`src/core/piezo_pkg.sv`:
```
// Shared constants, types and helpers for the piezo drive register bank
package piezo_pkg;

  localparam logic [7:0] ADDR_DRIVE_CONTROL   = 8'h00;
  localparam logic [7:0] ADDR_DRIVE_PERIOD_LO = 8'h01;
  localparam logic [7:0] ADDR_PULSE_COUNT_HI  = 8'h02;
  localparam logic [7:0] ADDR_PULSE_COUNT_LO  = 8'h03;
  localparam logic [7:0] ADDR_DUTY_CYCLE      = 8'h04;
  localparam logic [7:0] ADDR_PHASE_DELAY     = 8'h05;
  localparam logic [7:0] ADDR_FREQ_OFFSET     = 8'h06;
  localparam logic [7:0] ADDR_BRIDGE_BLEND    = 8'h07;
  localparam logic [7:0] ADDR_FACTORY_TEST    = 8'h10;

  localparam logic [7:0] RST_DRIVE_CONTROL = 8'h63;
  localparam logic [7:0] RST_ZERO          = 8'h00;
  localparam logic [7:0] RST_BRIDGE_BLEND  = 8'h80;

  // Reserved bits are held at zero by masking writes
  localparam logic [7:0] MASK_DRIVE_CONTROL = 8'h6f;
  localparam logic [7:0] MASK_COUNT_HI      = 8'hf7;
  localparam logic [7:0] MASK_FREQ_OFFSET   = 8'hf7;

  localparam int CTRL_SENSE_LSB   = 5;
  localparam int CTRL_CAL_LSB     = 2;
  localparam int CTRL_PHASE_ONE   = 1;
  localparam int CTRL_PHASE_TWO   = 0;
  localparam int HI_PERIOD_MSB    = 7;
  localparam int HI_DIRECTION     = 6;
  localparam int HI_DEAD_SEL_LSB  = 4;
  localparam int HI_COUNT_MSB     = 2;
  localparam int OFS_IDLE         = 7;
  localparam int OFS_HALF_BRIDGE  = 6;
  localparam int OFS_BLEND        = 5;
  localparam int OFS_DEAD_EXTEND  = 4;
  localparam int OFS_VALUE_MSB    = 2;

  localparam logic [3:0] DEAD_TIME_BASE  = 4'h2;
  localparam logic [7:0] BLEND_FULL      = 8'h80;

  typedef enum logic [1:0] {
    CAL_NONE        = 2'b00,
    CAL_INCREMENTAL = 2'b01,
    CAL_SWEEP       = 2'b10,
    CAL_RESERVED    = 2'b11
  } cal_mode_e;

  typedef enum logic [1:0] {
    SENSE_NONE      = 2'b00,
    SENSE_PHASE_ONE = 2'b01,
    SENSE_PHASE_TWO = 2'b10,
    SENSE_BOTH      = 2'b11
  } sense_e;

  typedef enum logic [1:0] {
    CNT_OFF  = 2'b00,
    CNT_RUN  = 2'b01,
    CNT_LAST = 2'b11
  } count_state_e;

  typedef struct packed {
    logic       wr;
    logic       rd;
    logic [7:0] addr;
    logic [7:0] wdata;
  } reg_req_s;

  typedef struct packed {
    logic       ack;
    logic       refused;
    logic [7:0] rdata;
  } reg_rsp_s;

  typedef struct packed {
    logic [9:0] period;
    logic       direction;
    logic [3:0] dead_time;
    logic [7:0] duty;
    logic [7:0] phase_delay;
    logic       idle;
    logic       half_bridge;
    logic       phase_one_enable;
    logic       phase_two_enable;
    sense_e     sense_phase_select;
    cal_mode_e  calibrate_now;
    logic       run;
    logic       outputs_low;
  } drive_cfg_s;

  // Dead time in VCO clocks: base unless extended, then 2/4/6/8
  function automatic logic [3:0] dead_time_clocks(input logic extend, input logic [1:0] sel);
    logic [3:0] n;
    n = DEAD_TIME_BASE;
    if (extend) begin
      n = {1'b0, sel, 1'b0} + DEAD_TIME_BASE;
    end
    return n;
  endfunction

  // Values above full bridge saturate to full bridge
  function automatic logic [7:0] blend_limit(input logic [7:0] v);
    return (v > BLEND_FULL) ? BLEND_FULL : v;
  endfunction

endpackage

```
`src/core/bridge_blender.sv`:
```
// Per-pulse choice between half and full bridge for hybrid speed
`timescale 1ns/1ps
module bridge_blender (
  input  wire logic       mclk,
  input  wire logic       rst,
  input  wire logic       enable,
  input  wire logic       pulse_tick,
  input  wire logic [7:0] blend_value,
  output logic            use_full
);
  import piezo_pkg::*;

  typedef struct packed {
    logic [7:0] acc;
    logic       full;
  } blend_s;

  blend_s     s_reg;
  blend_s     s_next;
  logic [8:0] sum;

  // Error accumulation spreads full-bridge pulses evenly, ratio value/128
  always_comb begin
    s_next = s_reg;
    sum    = {1'b0, s_reg.acc} + {1'b0, blend_limit(blend_value)};
    if (!enable) begin
      s_next.acc  = 8'h00;
      s_next.full = 1'b1;
    end else if (pulse_tick) begin
      if (sum >= {1'b0, BLEND_FULL}) begin
        s_next.acc  = 8'(sum - {1'b0, BLEND_FULL});
        s_next.full = 1'b1;
      end else begin
        s_next.acc  = sum[7:0];
        s_next.full = 1'b0;
      end
    end
  end

  always_ff @(posedge mclk) begin
    if (rst) begin
      s_reg <= '{acc: 8'h00, full: 1'b1};
    end else begin
      s_reg <= s_next;
    end
  end

  assign use_full = s_reg.full;
endmodule

```
`src/core/piezo_drive_register_bank.sv`:
```
// Register bank of the piezo motor driver and its derived drive settings
// Summary of operation
// - Registers at bytes 00h to 07h, all reachable through the register port.
// - High count byte bit 7 is period bit 8; bit 6 is direction.
// - Dead-time select codes 00,01,10,11 give 2,4,6,8 VCO clocks.
// - Period offset applies only while calibrate-now holds 00.
// - Running frequency tracking suppresses the period offset completely.
// - Offset register top bit requests idle mode.
// - Half-bridge bit gives half bridge only above supply threshold.
// - Hybrid bit enables alternating half and full bridge drive.
// - Dead-time extend bit enables the longer selected dead time.
// - Dead-time select ignored unless the extend bit is one.
// - Blend 0 is half bridge, 128 full bridge, linear between.
// - Bridge blend register resets to 128, full bridge.
// - Factory test register at 10h refused outside test mode.
// - Pulse count write starts counting pulses; zero stops, outputs low.
// - Calibrate-now 00 none, 01 incremental, 10 sweep, 11 reserved.
// - Sense select 00 none, 01 phase one, 10 phase two, 11 both.
// - High count byte bit 6 sets motor direction.
`timescale 1ns/1ps
module piezo_drive_register_bank (
  input  wire logic                  mclk,
  input  wire logic                  rst,
  input  wire piezo_pkg::reg_req_s   req,
  output piezo_pkg::reg_rsp_s        rsp,
  input  wire logic                  test_enable,
  input  wire logic                  supply_above_hb,
  input  wire logic                  tracking_busy,
  input  wire logic                  pulse_tick,
  output piezo_pkg::drive_cfg_s      cfg,
  output logic [10:0]                pulses_remaining
);
  import piezo_pkg::*;

  typedef struct packed {
    logic [7:0] drive_control;
    logic [7:0] drive_period_low;
    logic [7:0] pulse_count_high;
    logic [7:0] pulse_count_low;
    logic [7:0] duty_cycle;
    logic [7:0] phase_delay;
    logic [7:0] frequency_offset_modes;
    logic [7:0] bridge_blend;
    logic [7:0] factory_test;
    reg_rsp_s   rsp;
    drive_cfg_s cfg;
  } bank_s;

  bank_s       s_reg;
  bank_s       s_next;
  logic        access;
  logic        mapped;
  logic        refused;
  logic        do_write;
  logic        count_load;
  logic [10:0] count_value;
  logic        counter_running;
  logic [10:0] counter_remaining;
  logic        blend_full;
  logic        offset_apply;
  logic [8:0]  base_period;
  logic [7:0]  read_value;

  function automatic logic addr_mapped(input logic [7:0] a);
    return (a <= ADDR_BRIDGE_BLEND) || (a == ADDR_FACTORY_TEST);
  endfunction

  // Eleven-bit pulse count from the two count bytes
  function automatic logic [10:0] pulse_count_of(input logic [7:0] hi, input logic [7:0] lo);
    return {hi[HI_COUNT_MSB:0], lo};
  endfunction

  // Address decode and refusal
  always_comb begin
    access   = req.wr | req.rd;
    mapped   = addr_mapped(req.addr);
    refused  = access && (!mapped || (req.addr == ADDR_FACTORY_TEST && !test_enable));
    do_write = req.wr && !refused;
  end

  // Counter reload on either count byte, so a page write lands both halves
  always_comb begin
    count_load  = do_write && (req.addr == ADDR_PULSE_COUNT_HI || req.addr == ADDR_PULSE_COUNT_LO);
    count_value = pulse_count_of(s_next.pulse_count_high, s_next.pulse_count_low);
  end

  always_comb begin
    read_value = 8'h00;
    unique case (req.addr)
      ADDR_DRIVE_CONTROL:   read_value = s_reg.drive_control;
      ADDR_DRIVE_PERIOD_LO: read_value = s_reg.drive_period_low;
      ADDR_PULSE_COUNT_HI:  read_value = s_reg.pulse_count_high;
      ADDR_PULSE_COUNT_LO:  read_value = s_reg.pulse_count_low;
      ADDR_DUTY_CYCLE:      read_value = s_reg.duty_cycle;
      ADDR_PHASE_DELAY:     read_value = s_reg.phase_delay;
      ADDR_FREQ_OFFSET:     read_value = s_reg.frequency_offset_modes;
      ADDR_BRIDGE_BLEND:    read_value = s_reg.bridge_blend;
      ADDR_FACTORY_TEST:    read_value = s_reg.factory_test;
      default:              read_value = 8'h00;
    endcase
  end

  always_comb begin
    s_next = s_reg;
    s_next.rsp.ack     = access;
    s_next.rsp.refused = refused;
    s_next.rsp.rdata   = 8'h00;
    if (req.rd && !req.wr && !refused) begin
      s_next.rsp.rdata = read_value;
    end
    if (do_write) begin
      unique case (req.addr)
        ADDR_DRIVE_CONTROL:   s_next.drive_control = req.wdata & MASK_DRIVE_CONTROL;
        ADDR_DRIVE_PERIOD_LO: s_next.drive_period_low = req.wdata;
        ADDR_PULSE_COUNT_HI:  s_next.pulse_count_high = req.wdata & MASK_COUNT_HI;
        ADDR_PULSE_COUNT_LO:  s_next.pulse_count_low = req.wdata;
        ADDR_DUTY_CYCLE:      s_next.duty_cycle = req.wdata;
        ADDR_PHASE_DELAY:     s_next.phase_delay = req.wdata;
        ADDR_FREQ_OFFSET:     s_next.frequency_offset_modes = req.wdata & MASK_FREQ_OFFSET;
        ADDR_BRIDGE_BLEND:    s_next.bridge_blend = req.wdata;
        ADDR_FACTORY_TEST:    s_next.factory_test = req.wdata;
        default: begin
        end
      endcase
    end
    // Derived drive settings, taken from the next register values so they move with the ack
    base_period  = {s_next.pulse_count_high[HI_PERIOD_MSB], s_next.drive_period_low};
    offset_apply = (s_next.drive_control[CTRL_CAL_LSB +: 2] == CAL_NONE)
                   && !tracking_busy;
    s_next.cfg.period = {1'b0, base_period};
    if (offset_apply) begin
      s_next.cfg.period = {1'b0, base_period}
                          + {7'h00, s_next.frequency_offset_modes[OFS_VALUE_MSB:0]};
    end
    s_next.cfg.direction = s_next.pulse_count_high[HI_DIRECTION];
    // Select changes mid-drive glitch the dead time; host keeps it static while active
    s_next.cfg.dead_time = dead_time_clocks(s_next.frequency_offset_modes[OFS_DEAD_EXTEND],
                                            s_next.pulse_count_high[HI_DEAD_SEL_LSB +: 2]);
    s_next.cfg.duty        = s_next.duty_cycle;
    s_next.cfg.phase_delay = s_next.phase_delay;
    s_next.cfg.idle        = s_next.frequency_offset_modes[OFS_IDLE];
    if (s_next.frequency_offset_modes[OFS_HALF_BRIDGE]) begin
      s_next.cfg.half_bridge = supply_above_hb;
    end else if (s_next.frequency_offset_modes[OFS_BLEND]) begin
      s_next.cfg.half_bridge = !blend_full;
    end else begin
      s_next.cfg.half_bridge = 1'b0;
    end
    s_next.cfg.phase_one_enable   = s_next.drive_control[CTRL_PHASE_ONE];
    s_next.cfg.phase_two_enable   = s_next.drive_control[CTRL_PHASE_TWO];
    s_next.cfg.sense_phase_select = sense_e'(s_next.drive_control[CTRL_SENSE_LSB +: 2]);
    s_next.cfg.calibrate_now      = cal_mode_e'(s_next.drive_control[CTRL_CAL_LSB +: 2]);
    if (s_next.drive_control[CTRL_CAL_LSB +: 2] == CAL_RESERVED) begin
      s_next.cfg.calibrate_now = CAL_NONE;
    end
    s_next.cfg.run         = counter_running && !s_next.frequency_offset_modes[OFS_IDLE];
    s_next.cfg.outputs_low = !counter_running;
    if (count_load && pulse_count_of(s_next.pulse_count_high, s_next.pulse_count_low) == 11'h000) begin
      s_next.cfg.run         = 1'b0;
      s_next.cfg.outputs_low = 1'b1;
    end
  end

  always_ff @(posedge mclk) begin
    if (rst) begin
      s_reg <= '0;
      s_reg.drive_control         <= RST_DRIVE_CONTROL;
      s_reg.drive_period_low      <= RST_ZERO;
      s_reg.pulse_count_high      <= RST_ZERO;
      s_reg.pulse_count_low       <= RST_ZERO;
      s_reg.duty_cycle            <= RST_ZERO;
      s_reg.phase_delay           <= RST_ZERO;
      s_reg.frequency_offset_modes <= RST_ZERO;
      s_reg.bridge_blend          <= RST_BRIDGE_BLEND;
      s_reg.factory_test          <= RST_ZERO;
      s_reg.cfg.dead_time         <= DEAD_TIME_BASE;
      s_reg.cfg.phase_one_enable  <= 1'b1;
      s_reg.cfg.phase_two_enable  <= 1'b1;
      s_reg.cfg.sense_phase_select <= SENSE_BOTH;
      s_reg.cfg.outputs_low       <= 1'b1;
    end else begin
      s_reg <= s_next;
    end
  end

  pulse_counter pulse_counter_i (
    .mclk       (mclk),
    .rst        (rst),
    .load       (count_load),
    .load_value (count_value),
    .pulse_tick (pulse_tick),
    .running    (counter_running),
    .remaining  (counter_remaining)
  );

  bridge_blender bridge_blender_i (
    .mclk        (mclk),
    .rst         (rst),
    .enable      (s_reg.frequency_offset_modes[OFS_BLEND]),
    .pulse_tick  (pulse_tick),
    .blend_value (s_reg.bridge_blend),
    .use_full    (blend_full)
  );

  assign rsp              = s_reg.rsp;
  assign cfg              = s_reg.cfg;
  assign pulses_remaining = counter_remaining;
endmodule

```
`src/core/pulse_counter.sv`:
```
// Counter of remaining drive pulses, loaded by a pulse count write
`timescale 1ns/1ps
module pulse_counter (
  input  wire logic        mclk,
  input  wire logic        rst,
  input  wire logic        load,
  input  wire logic [10:0] load_value,
  input  wire logic        pulse_tick,
  output logic             running,
  output logic [10:0]      remaining
);
  import piezo_pkg::*;

  typedef struct packed {
    count_state_e st;
    logic [10:0]  rem;
  } counter_s;

  counter_s s_reg;
  counter_s s_next;

  always_comb begin
    s_next = s_reg;
    if (load) begin
      s_next.rem = load_value;
      if (load_value == 11'h000) begin
        s_next.st = CNT_OFF;
      end else if (load_value == 11'h001) begin
        s_next.st = CNT_LAST;
      end else begin
        s_next.st = CNT_RUN;
      end
    end else if (pulse_tick) begin
      unique case (s_reg.st)
        CNT_OFF: begin
        end
        CNT_RUN: begin
          s_next.rem = s_reg.rem - 11'h001;
          if (s_reg.rem == 11'h002) begin
            s_next.st = CNT_LAST;
          end
        end
        CNT_LAST: begin
          s_next.rem = 11'h000;
          s_next.st  = CNT_OFF;
        end
        default: begin
          s_next.st = CNT_OFF;
        end
      endcase
    end
  end

  always_ff @(posedge mclk) begin
    if (rst) begin
      s_reg <= '0;
    end else begin
      s_reg <= s_next;
    end
  end

  assign running   = (s_reg.st != CNT_OFF);
  assign remaining = s_reg.rem;
endmodule

```
`config.mk`:
```
export PLATFORM = sky130hd
export DESIGN_NAME = piezo_drive_register_bank
export DESIGN_NICKNAME = d
export VERILOG_FILES = /design/src/core/piezo_pkg.sv /design/src/core/bridge_blender.sv /design/src/core/piezo_drive_register_bank.sv /design/src/core/pulse_counter.sv
export SDC_FILE = /design/constraint.sdc
export NUM_CORES = 1
export LEC_CHECK = 0
export BUFFER_PORTS_ARGS = -buffer_cell sky130_fd_sc_hd__buf_2
export CORE_MARGIN = 2
export CORE_UTILIZATION = 40
export CTS_CLUSTER_SIZE = 8
export DETAILED_ROUTE_END_ITERATION = 12
export PLACE_DENSITY = 0.59
export SYNTH_ARGS = -nofsm -noshare
export SYNTH_HDL_FRONTEND = slang
export SYNTH_SLANG_ARGS = --single-unit
```
`constraint.sdc`:
```
create_clock -name mclk -period 9.5 [get_ports mclk]
set_input_delay 1.9 -clock mclk [delete_from_list [all_inputs] [get_ports mclk]]
set_output_delay 1.9 -clock mclk [all_outputs]
set_load 0.02 [all_outputs]
```
==> results of run 1 <==
-- Yosys cell counts, drive strengths merged, types with 5 or more instances --
library cell,number,area (sq um)
dfxtp,118,2360
nor2,99,377
buf,71,505
nand2,55,206
mux2i,51,510
a21oi,42,210
clkbuf,36,135
nor3,27,146
inv,17,63.8
nor2b,16,100
ha,13,163
o21ai,13,65.1
a211oi,12,95.1
a22oi,12,90.1
o22ai,12,75.1
mux2,10,113
nand3,10,50.1
nor4,10,62.6
xnor2,10,87.6
a31oi,8,50.1
nor3b,7,52.6
a211o,6,52.6
and2,6,37.5
nand2b,6,37.5
o21a,5,37.5
or3,5,31.3
-- per-layer routing --
| metal | track usage [%] | wire (um) | share of wire [%] | up-vias |
|---|---|---|---|---|
| li1 | - | - | - | 2508 |
| met1 | 28.0 | 7730 | 45 | 2511 |
| met2 | 33.7 | 8040 | 47 | 184 |
| met3 | 5.90 | 1120 | 6.5 | 27 |
| met4 | 8.06 | 333 | 1.9 | 0 |
| met5 | 0 | 0 | 0 | - |
-- layout by cell type, fill, tap and decap left out, types with 5 or more instances in the layout --
cell       netlist  final
dfxtp_1        118    118
nor2_1          97     97
buf_2            5     84
nand2_1         55     55
mux2i_1         51     51
a21oi_1         42     42
nor3_1          26     26
inv_1           17     17
clkbuf_16        0     17
nor2b_1         16     16
o21ai_0         13     13
ha_1            13     13
a22oi_1         12     12
o22ai_1         12     12
a211oi_1        11     11
mux2_2          10     10
nor4_1          10     10
nand3_1         10     10
xnor2_1         10     10
a31oi_1          8      8
nor3b_1          7      7
nand2b_1         6      6
a211o_1          6      6
and2_1           6      6
or3_1            5      5
o21a_1           5      5
bufinv_16        0      5
-- stage by stage --
| step | std cells | hold slack [ps] | power (mW) |
|---|---|---|---|
| floorplan | 733 | 443 | 0.544 |
| global placement | 899 | 467 | 0.559 |
| detailed placement | 899 | 470 | 0.560 |
| CTS | 931 | 477 | 1.28 |
| global route | 931 | 497 | 1.30 |
| finish | 931 | 483 | 1.27 |
-- worst paths after layout --
path / startpoint / endpoint / slack (ps) / cells after the start
worst min register to register: cfg[10] / cfg[10] / 480 / 2
worst max register to register: s_reg[67] / cfg[39] / 7050 / 10
worst min-delay path: cfg[10] / cfg[10] / 480 / 2
worst max-delay path: req[13] / cfg[39] / 4090 / 12
-- area by class of cell --
class	instances	area, sq um
fill	1494	8280
inverter	17	63.8
sequential	118	2360
clock inverter	8	168
timing repair buffer	85	428
multi-input combinational	491	3170
clock buffer	24	492
tap	188	235
-- kinds of logic after synthesis --
family | synth area share [%]
simple gates | 20.6
compound gates | 14.8
buf+inv | 11.3
flops | 37.9
mux | 10.4
fa+ha+maj | 3.25
xor+xnor | 1.69
other cells | 0.0601
-- worst reg2reg max path: stages, from the launching register on --
cell and delay (ps):
dfxtp_1 340, nand2_1 50, o21ai_0 120, ha_1 250
fa_1 280, nand2_1 70, a22oi_1 180, o32ai_1 90
or4b_1 590, o31a_1 270, nor3_1 120
-- where the power goes --
| part | switching, mW | total, mW | internal (mW) |
|---|---|---|---|
| clock network | 0.226 | 0.718 | 0.492 |
| registers | 0.000945 | 0.498 | 0.497 |
| logic | 0.0386 | 0.0520 | 0.0135 |
| total | 0.266 | 1.27 | 1.00 |
==> results.toml, run 1 <==
[status]
run_status = "completed"

[critical_path]
worstPathArrival_ps = 5750
cp-end-kind = "register"
cp_slowest_stage_delay_ps = 760
cp-start-kind = "primary input"
crit_family = "simple AND/OR/NAND/NOR gates"
crit_type = "primary input to register"
path_buf_inv = 1
worstPathCellList = "buf_2 > nor4_1 > nand4_1 > o21ai_0 > ha_1 > fa_1 > nand2_1 > a22oi_1 > o32ai_1 > or4b_1 > o31a_1 > nor3_1"
crit_path_max_fanout = 12
required_ps = 9840
cp_slowest_cell = "nor4_1"

[timing]
relSlewSlack_pct = 34.0
max_clock_freq_ghz = 0.185
layout_setup_ws_ps = 4090
worstMarginPinSlew_ps = 991
rsz0062_at_grt = "false"
setup_viol = 0
finalCritPeriodShare_pct = 57.0
finalSetupTns_ps = 0
hold_viol = 0
drv_slew = 0
clock_skew_ps = 7.59
min_period_ps = 5410

[routing]
post_drt_wl_per_cell_um = 18.5
drtIter0Drc = 441
drt-total-wl_um = 17200
vias = 5230
first_pass_iters = 5
drc_errors = 0
ant_nets = 0
routed_via_density = 5.62

[yosys]
synthArstFlopShare_pct = 0
ys.flop_type = "dfxtp_1"
synth_warnings = 0
yosysSeqAreaShare_pct = 37.9
synth.cell_area_sq_mm = 0.00624
syn_area_per_cell_sq_um = 8.51
synth_cells = 733
ys_ff_latch = 118
syn-num-nets = 772
synth_edf_count = 0
synth_cell_type_count = 65

[clock_tree]
ctsResizeCount = 0
clock_sinks = 118
cts_buffers = 17
path_clk_slew_ps = 50
hold_buffers = 0
cts_setup_buffers = 0
cts_root_buffer = "clkbuf_16"
clockBufferDepth = 2
htree_num_levels = 4
clk_latency_ps = 430
cts_tree = "built"

[power]
ir_drop_mv = 0.125
p_per_area_mw_per_mm2 = 183
p_leak_nw = 2.91

[placed_design]
numPortBuffers = 84
routabilityCongestion = 0.902
place_ws_ps = 3780
place_area_sq_mm = 0.00626
dp_hpwl_um = 12400

[floorplan]
die_w_um = 129
rows = 45
die_height_um = 129
core_area_sq_mm = 0.0152
dieArea_sq_mm = 0.0166
io_pins = 86
initial_core_util_pct = 41.0

[finish]
final_util_pct = 45.5
nets = 769
n_antenna_cell = 0
drive_gt1_share_pct = 18.4
design_area_sq_mm = 0.00692
largest_reg_flops = 52
syn2layout_area_growth_pct = 10.9

[global_routing]
grt_max_degree = 94
antenna_found_initial = 0
grt_overflow = 0
grt_pass1_vias = 4928
grt_pass1_wl_um = 27100
grt_util_all_layers_pct = 21.4

[min_path]
hp-class = "register to register"

[job]
drv_cap = 0
Note: power is estimated with default switching activity, not from simulation.
==> run 2, diff against run 1 <==
--- a/config.mk
+++ b/config.mk
@@ -5,6 +5,7 @@
 export SDC_FILE = /design/constraint.sdc
 export NUM_CORES = 1
 export LEC_CHECK = 0
+export ABC_AREA = 1
 export BUFFER_PORTS_ARGS = -buffer_cell sky130_fd_sc_hd__buf_2
 export CORE_MARGIN = 2
 export CORE_UTILIZATION = 40
==> constraint.sdc (replaced) <==
create_clock -name mclk -period 5.5 [get_ports mclk]
set_input_delay 1.1 -clock mclk [delete_from_list [all_inputs] [get_ports mclk]]
set_output_delay 1.1 -clock mclk [all_outputs]
set_load 0.02 [all_outputs]
==> results.toml, run 2 <==
[status]
run_status = "completed"

[yosys]
synthSimpleGateAreaFrac_pct = 23.4
synth-xor-area-share_pct = 1.55
syn-num-nets = 886
synth_edf_count = 0
synth_fa_ha_area_share_pct = 3.25
synth_area_leader_cell = "dfxtp_1"
synth_top_family_by_area = "simple AND/OR/NAND/NOR gates"
synth-compound-area-share_pct = 17.6
synth.cell_area_sq_mm = 0.00623
synth.area.top_cells = "dfxtp_1 38%, nand2_1 8.7%, buf_4 7.5%, inv_1 6.4%, nor2_1 6.1%"
ys.flop_type = "dfxtp_1"
syn_area_per_cell_sq_um = 7.36
synthArstFlopShare_pct = 0
ys_ff_latch = 118
ys_top_cells_by_count = "144 x nand2_1, 118 x dfxtp_1, 107 x inv_1"
synth_cell_type_count = 48
synth_warnings = 0
synth_mux_area_share_pct = 0.181
synth_cells = 847
yosys.area.top_type_share_pct = 37.9
yosysMostFrequentCell = "nand2_1"
yosysSeqAreaShare_pct = 37.9

[placed_design]
dp_hpwl_um = 12800
place_area_sq_mm = 0.00633
numPortBuffers = 84
routabilityCongestion = 0.949
dp_cells = 1040
place_ws_ps = 1850

[timing]
clock_skew_ps = 10.7
rsz0062_at_grt = "false"
min_period_ps = 3260
max_clock_freq_ghz = 0.307
hold_viol = 0
finalCritPeriodShare_pct = 59.3
setup_viol = 0
layout_setup_ws_ps = 2240
drv_slew = 0
whs_ps = 476
relSlewSlack_pct = 40.6
worstMarginPinSlew_ps = 889
finalSetupTns_ps = 0

[min_path]
hp-class = "register to register"
hold_depth = 2
hold_end = "rsp[3]"
min_from = "s_reg[118]"

[critical_path]
worstPathCellList = "buf_2 > inv_1 > nand2_1 > nor2_2 > nand2_1 > nor2_4 > nand2_1 > o21ai_0 > inv_1 > ha_1 > fa_1 > a21oi_2 > nor2_4 > a21oi_1 > nor2_1"
cp_slowest_stage_delay_ps = 430
required_ps = 5810
cp-start-kind = "primary input"
cp-end-kind = "register"
r2r-end = "bridge_blender_i.s_reg[8]"
path_buf_inv = 3
ff2ff_path_depth = 15
crit_path_max_fanout = 11
crit_type = "primary input to register"
crit_family = "simple AND/OR/NAND/NOR gates"
cp_slowest_cell = "fa_1"
crit_top_cell = "nand2_1"
worstPathArrival_ps = 3580
r2r_slack_ps = 2720
timing.rr.start = "s_reg[59]"

[power]
p_per_area_mw_per_mm2 = 305
power.total_mw = 2.13
p_leak_nw = 3.22
ir_drop_mv = 0.233

[job]
drv_cap = 0

[finish]
n_antenna_cell = 0
nets = 910
final_common_cell = "nand2_1"
syn2layout_area_growth_pct = 11.7
final_cell_mix = "144 x nand2_1, 118 x dfxtp_1, 107 x inv_1"
drive_gt1_share_pct = 17.8
final_util_pct = 45.8
largest_reg_flops = 52
finalNonFillerCells = 1072
design_area_sq_mm = 0.00696

[floorplan]
rows = 45
die_height_um = 129
core_area_sq_mm = 0.0152
die_w_um = 129
dieArea_sq_mm = 0.0166
io_pins = 86
initial_core_util_pct = 41.0

[global_routing]
antenna_found_initial = 0
grt_overflow = 0
grt_pass1_wl_um = 27500
grt_util_all_layers_pct = 21.9
grt_max_degree = 54
grt_pass1_vias = 5093

[clock_tree]
htree_num_levels = 4
ctsResizeCount = 0
clockBufferDepth = 2
clock_sinks = 118
cts_tree = "built"
hold_buffers = 0
cts_buffers = 17
cts_setup_buffers = 0
path_clk_slew_ps = 50
clk_latency_ps = 430
cts_root_buffer = "clkbuf_16"

[routing]
drt-total-wl_um = 17200
post_drt_wl_per_cell_um = 16.1
ant_nets = 0
vias = 5434
routed_via_density = 5.07
drc_errors = 0
drtIter0Drc = 328
first_pass_iters = 8
run 2: logic make-up (layout without fill, tap and decap cells):
group           after synthesis  in the layout
flops                       118            118
fa+ha+maj                    15             15
compound gates              183            183
buf+inv                     196            233
xor+xnor                     11             11
other cells                   1              1
simple gates                322            322
mux                           1              1
run 2: layout make-up:
type / instances / area, sq um
multi-input combinational: 533 / 2870
tap: 188 / 235
clock buffer: 23 / 508
sequential: 118 / 2360
inverter: 115 / 435
clock inverter: 9 / 120
fill: 1584 / 8240
timing repair buffer: 86 / 435
run 2: per-layer routing:
layer	vias up	routed length, um	GRT usage, %
li1	2755	-	-
met1	2458	8280	29.3
met2	184	7270	32.7
met3	37	1130	5.99
met4	0	552	10.2
met5	-	0	0
run 2: worst reg2reg max path: cells and delay by family (launching register included):
| kind | cells | cell delay (ps) |
|---|---|---|
| AOI/OAI and AO/OA | 5 | 860 |
| adders and majority gates | 2 | 570 |
| buffers and inverters | 1 | 50 |
| DFF | 1 | 340 |
| and+or+nand+nor | 7 | 890 |
run 2: worst max-delay path by stage:
stage | startpoint | end | slack (ps) | cells past startpoint
4_1_cts | req[10] | cfg[35] | 2290 | 17
5_1_grt | req[10] | cfg[35] | 1910 | 17
6_report | req[12] | cfg[35] | 2240 | 15
2_1_floorplan | req[10] | cfg[35] | 2160 | 14
3_3_place_gp | req[10] | cfg[35] | 1900 | 17
3_5_place_dp | req[10] | cfg[35] | 1850 | 17
run 2: report_power, final:
part           internal, mW  switching [mW]
logic                0.0225          0.0703
clock network         0.779           0.394
registers             0.859         0.00122
total                  1.66           0.466
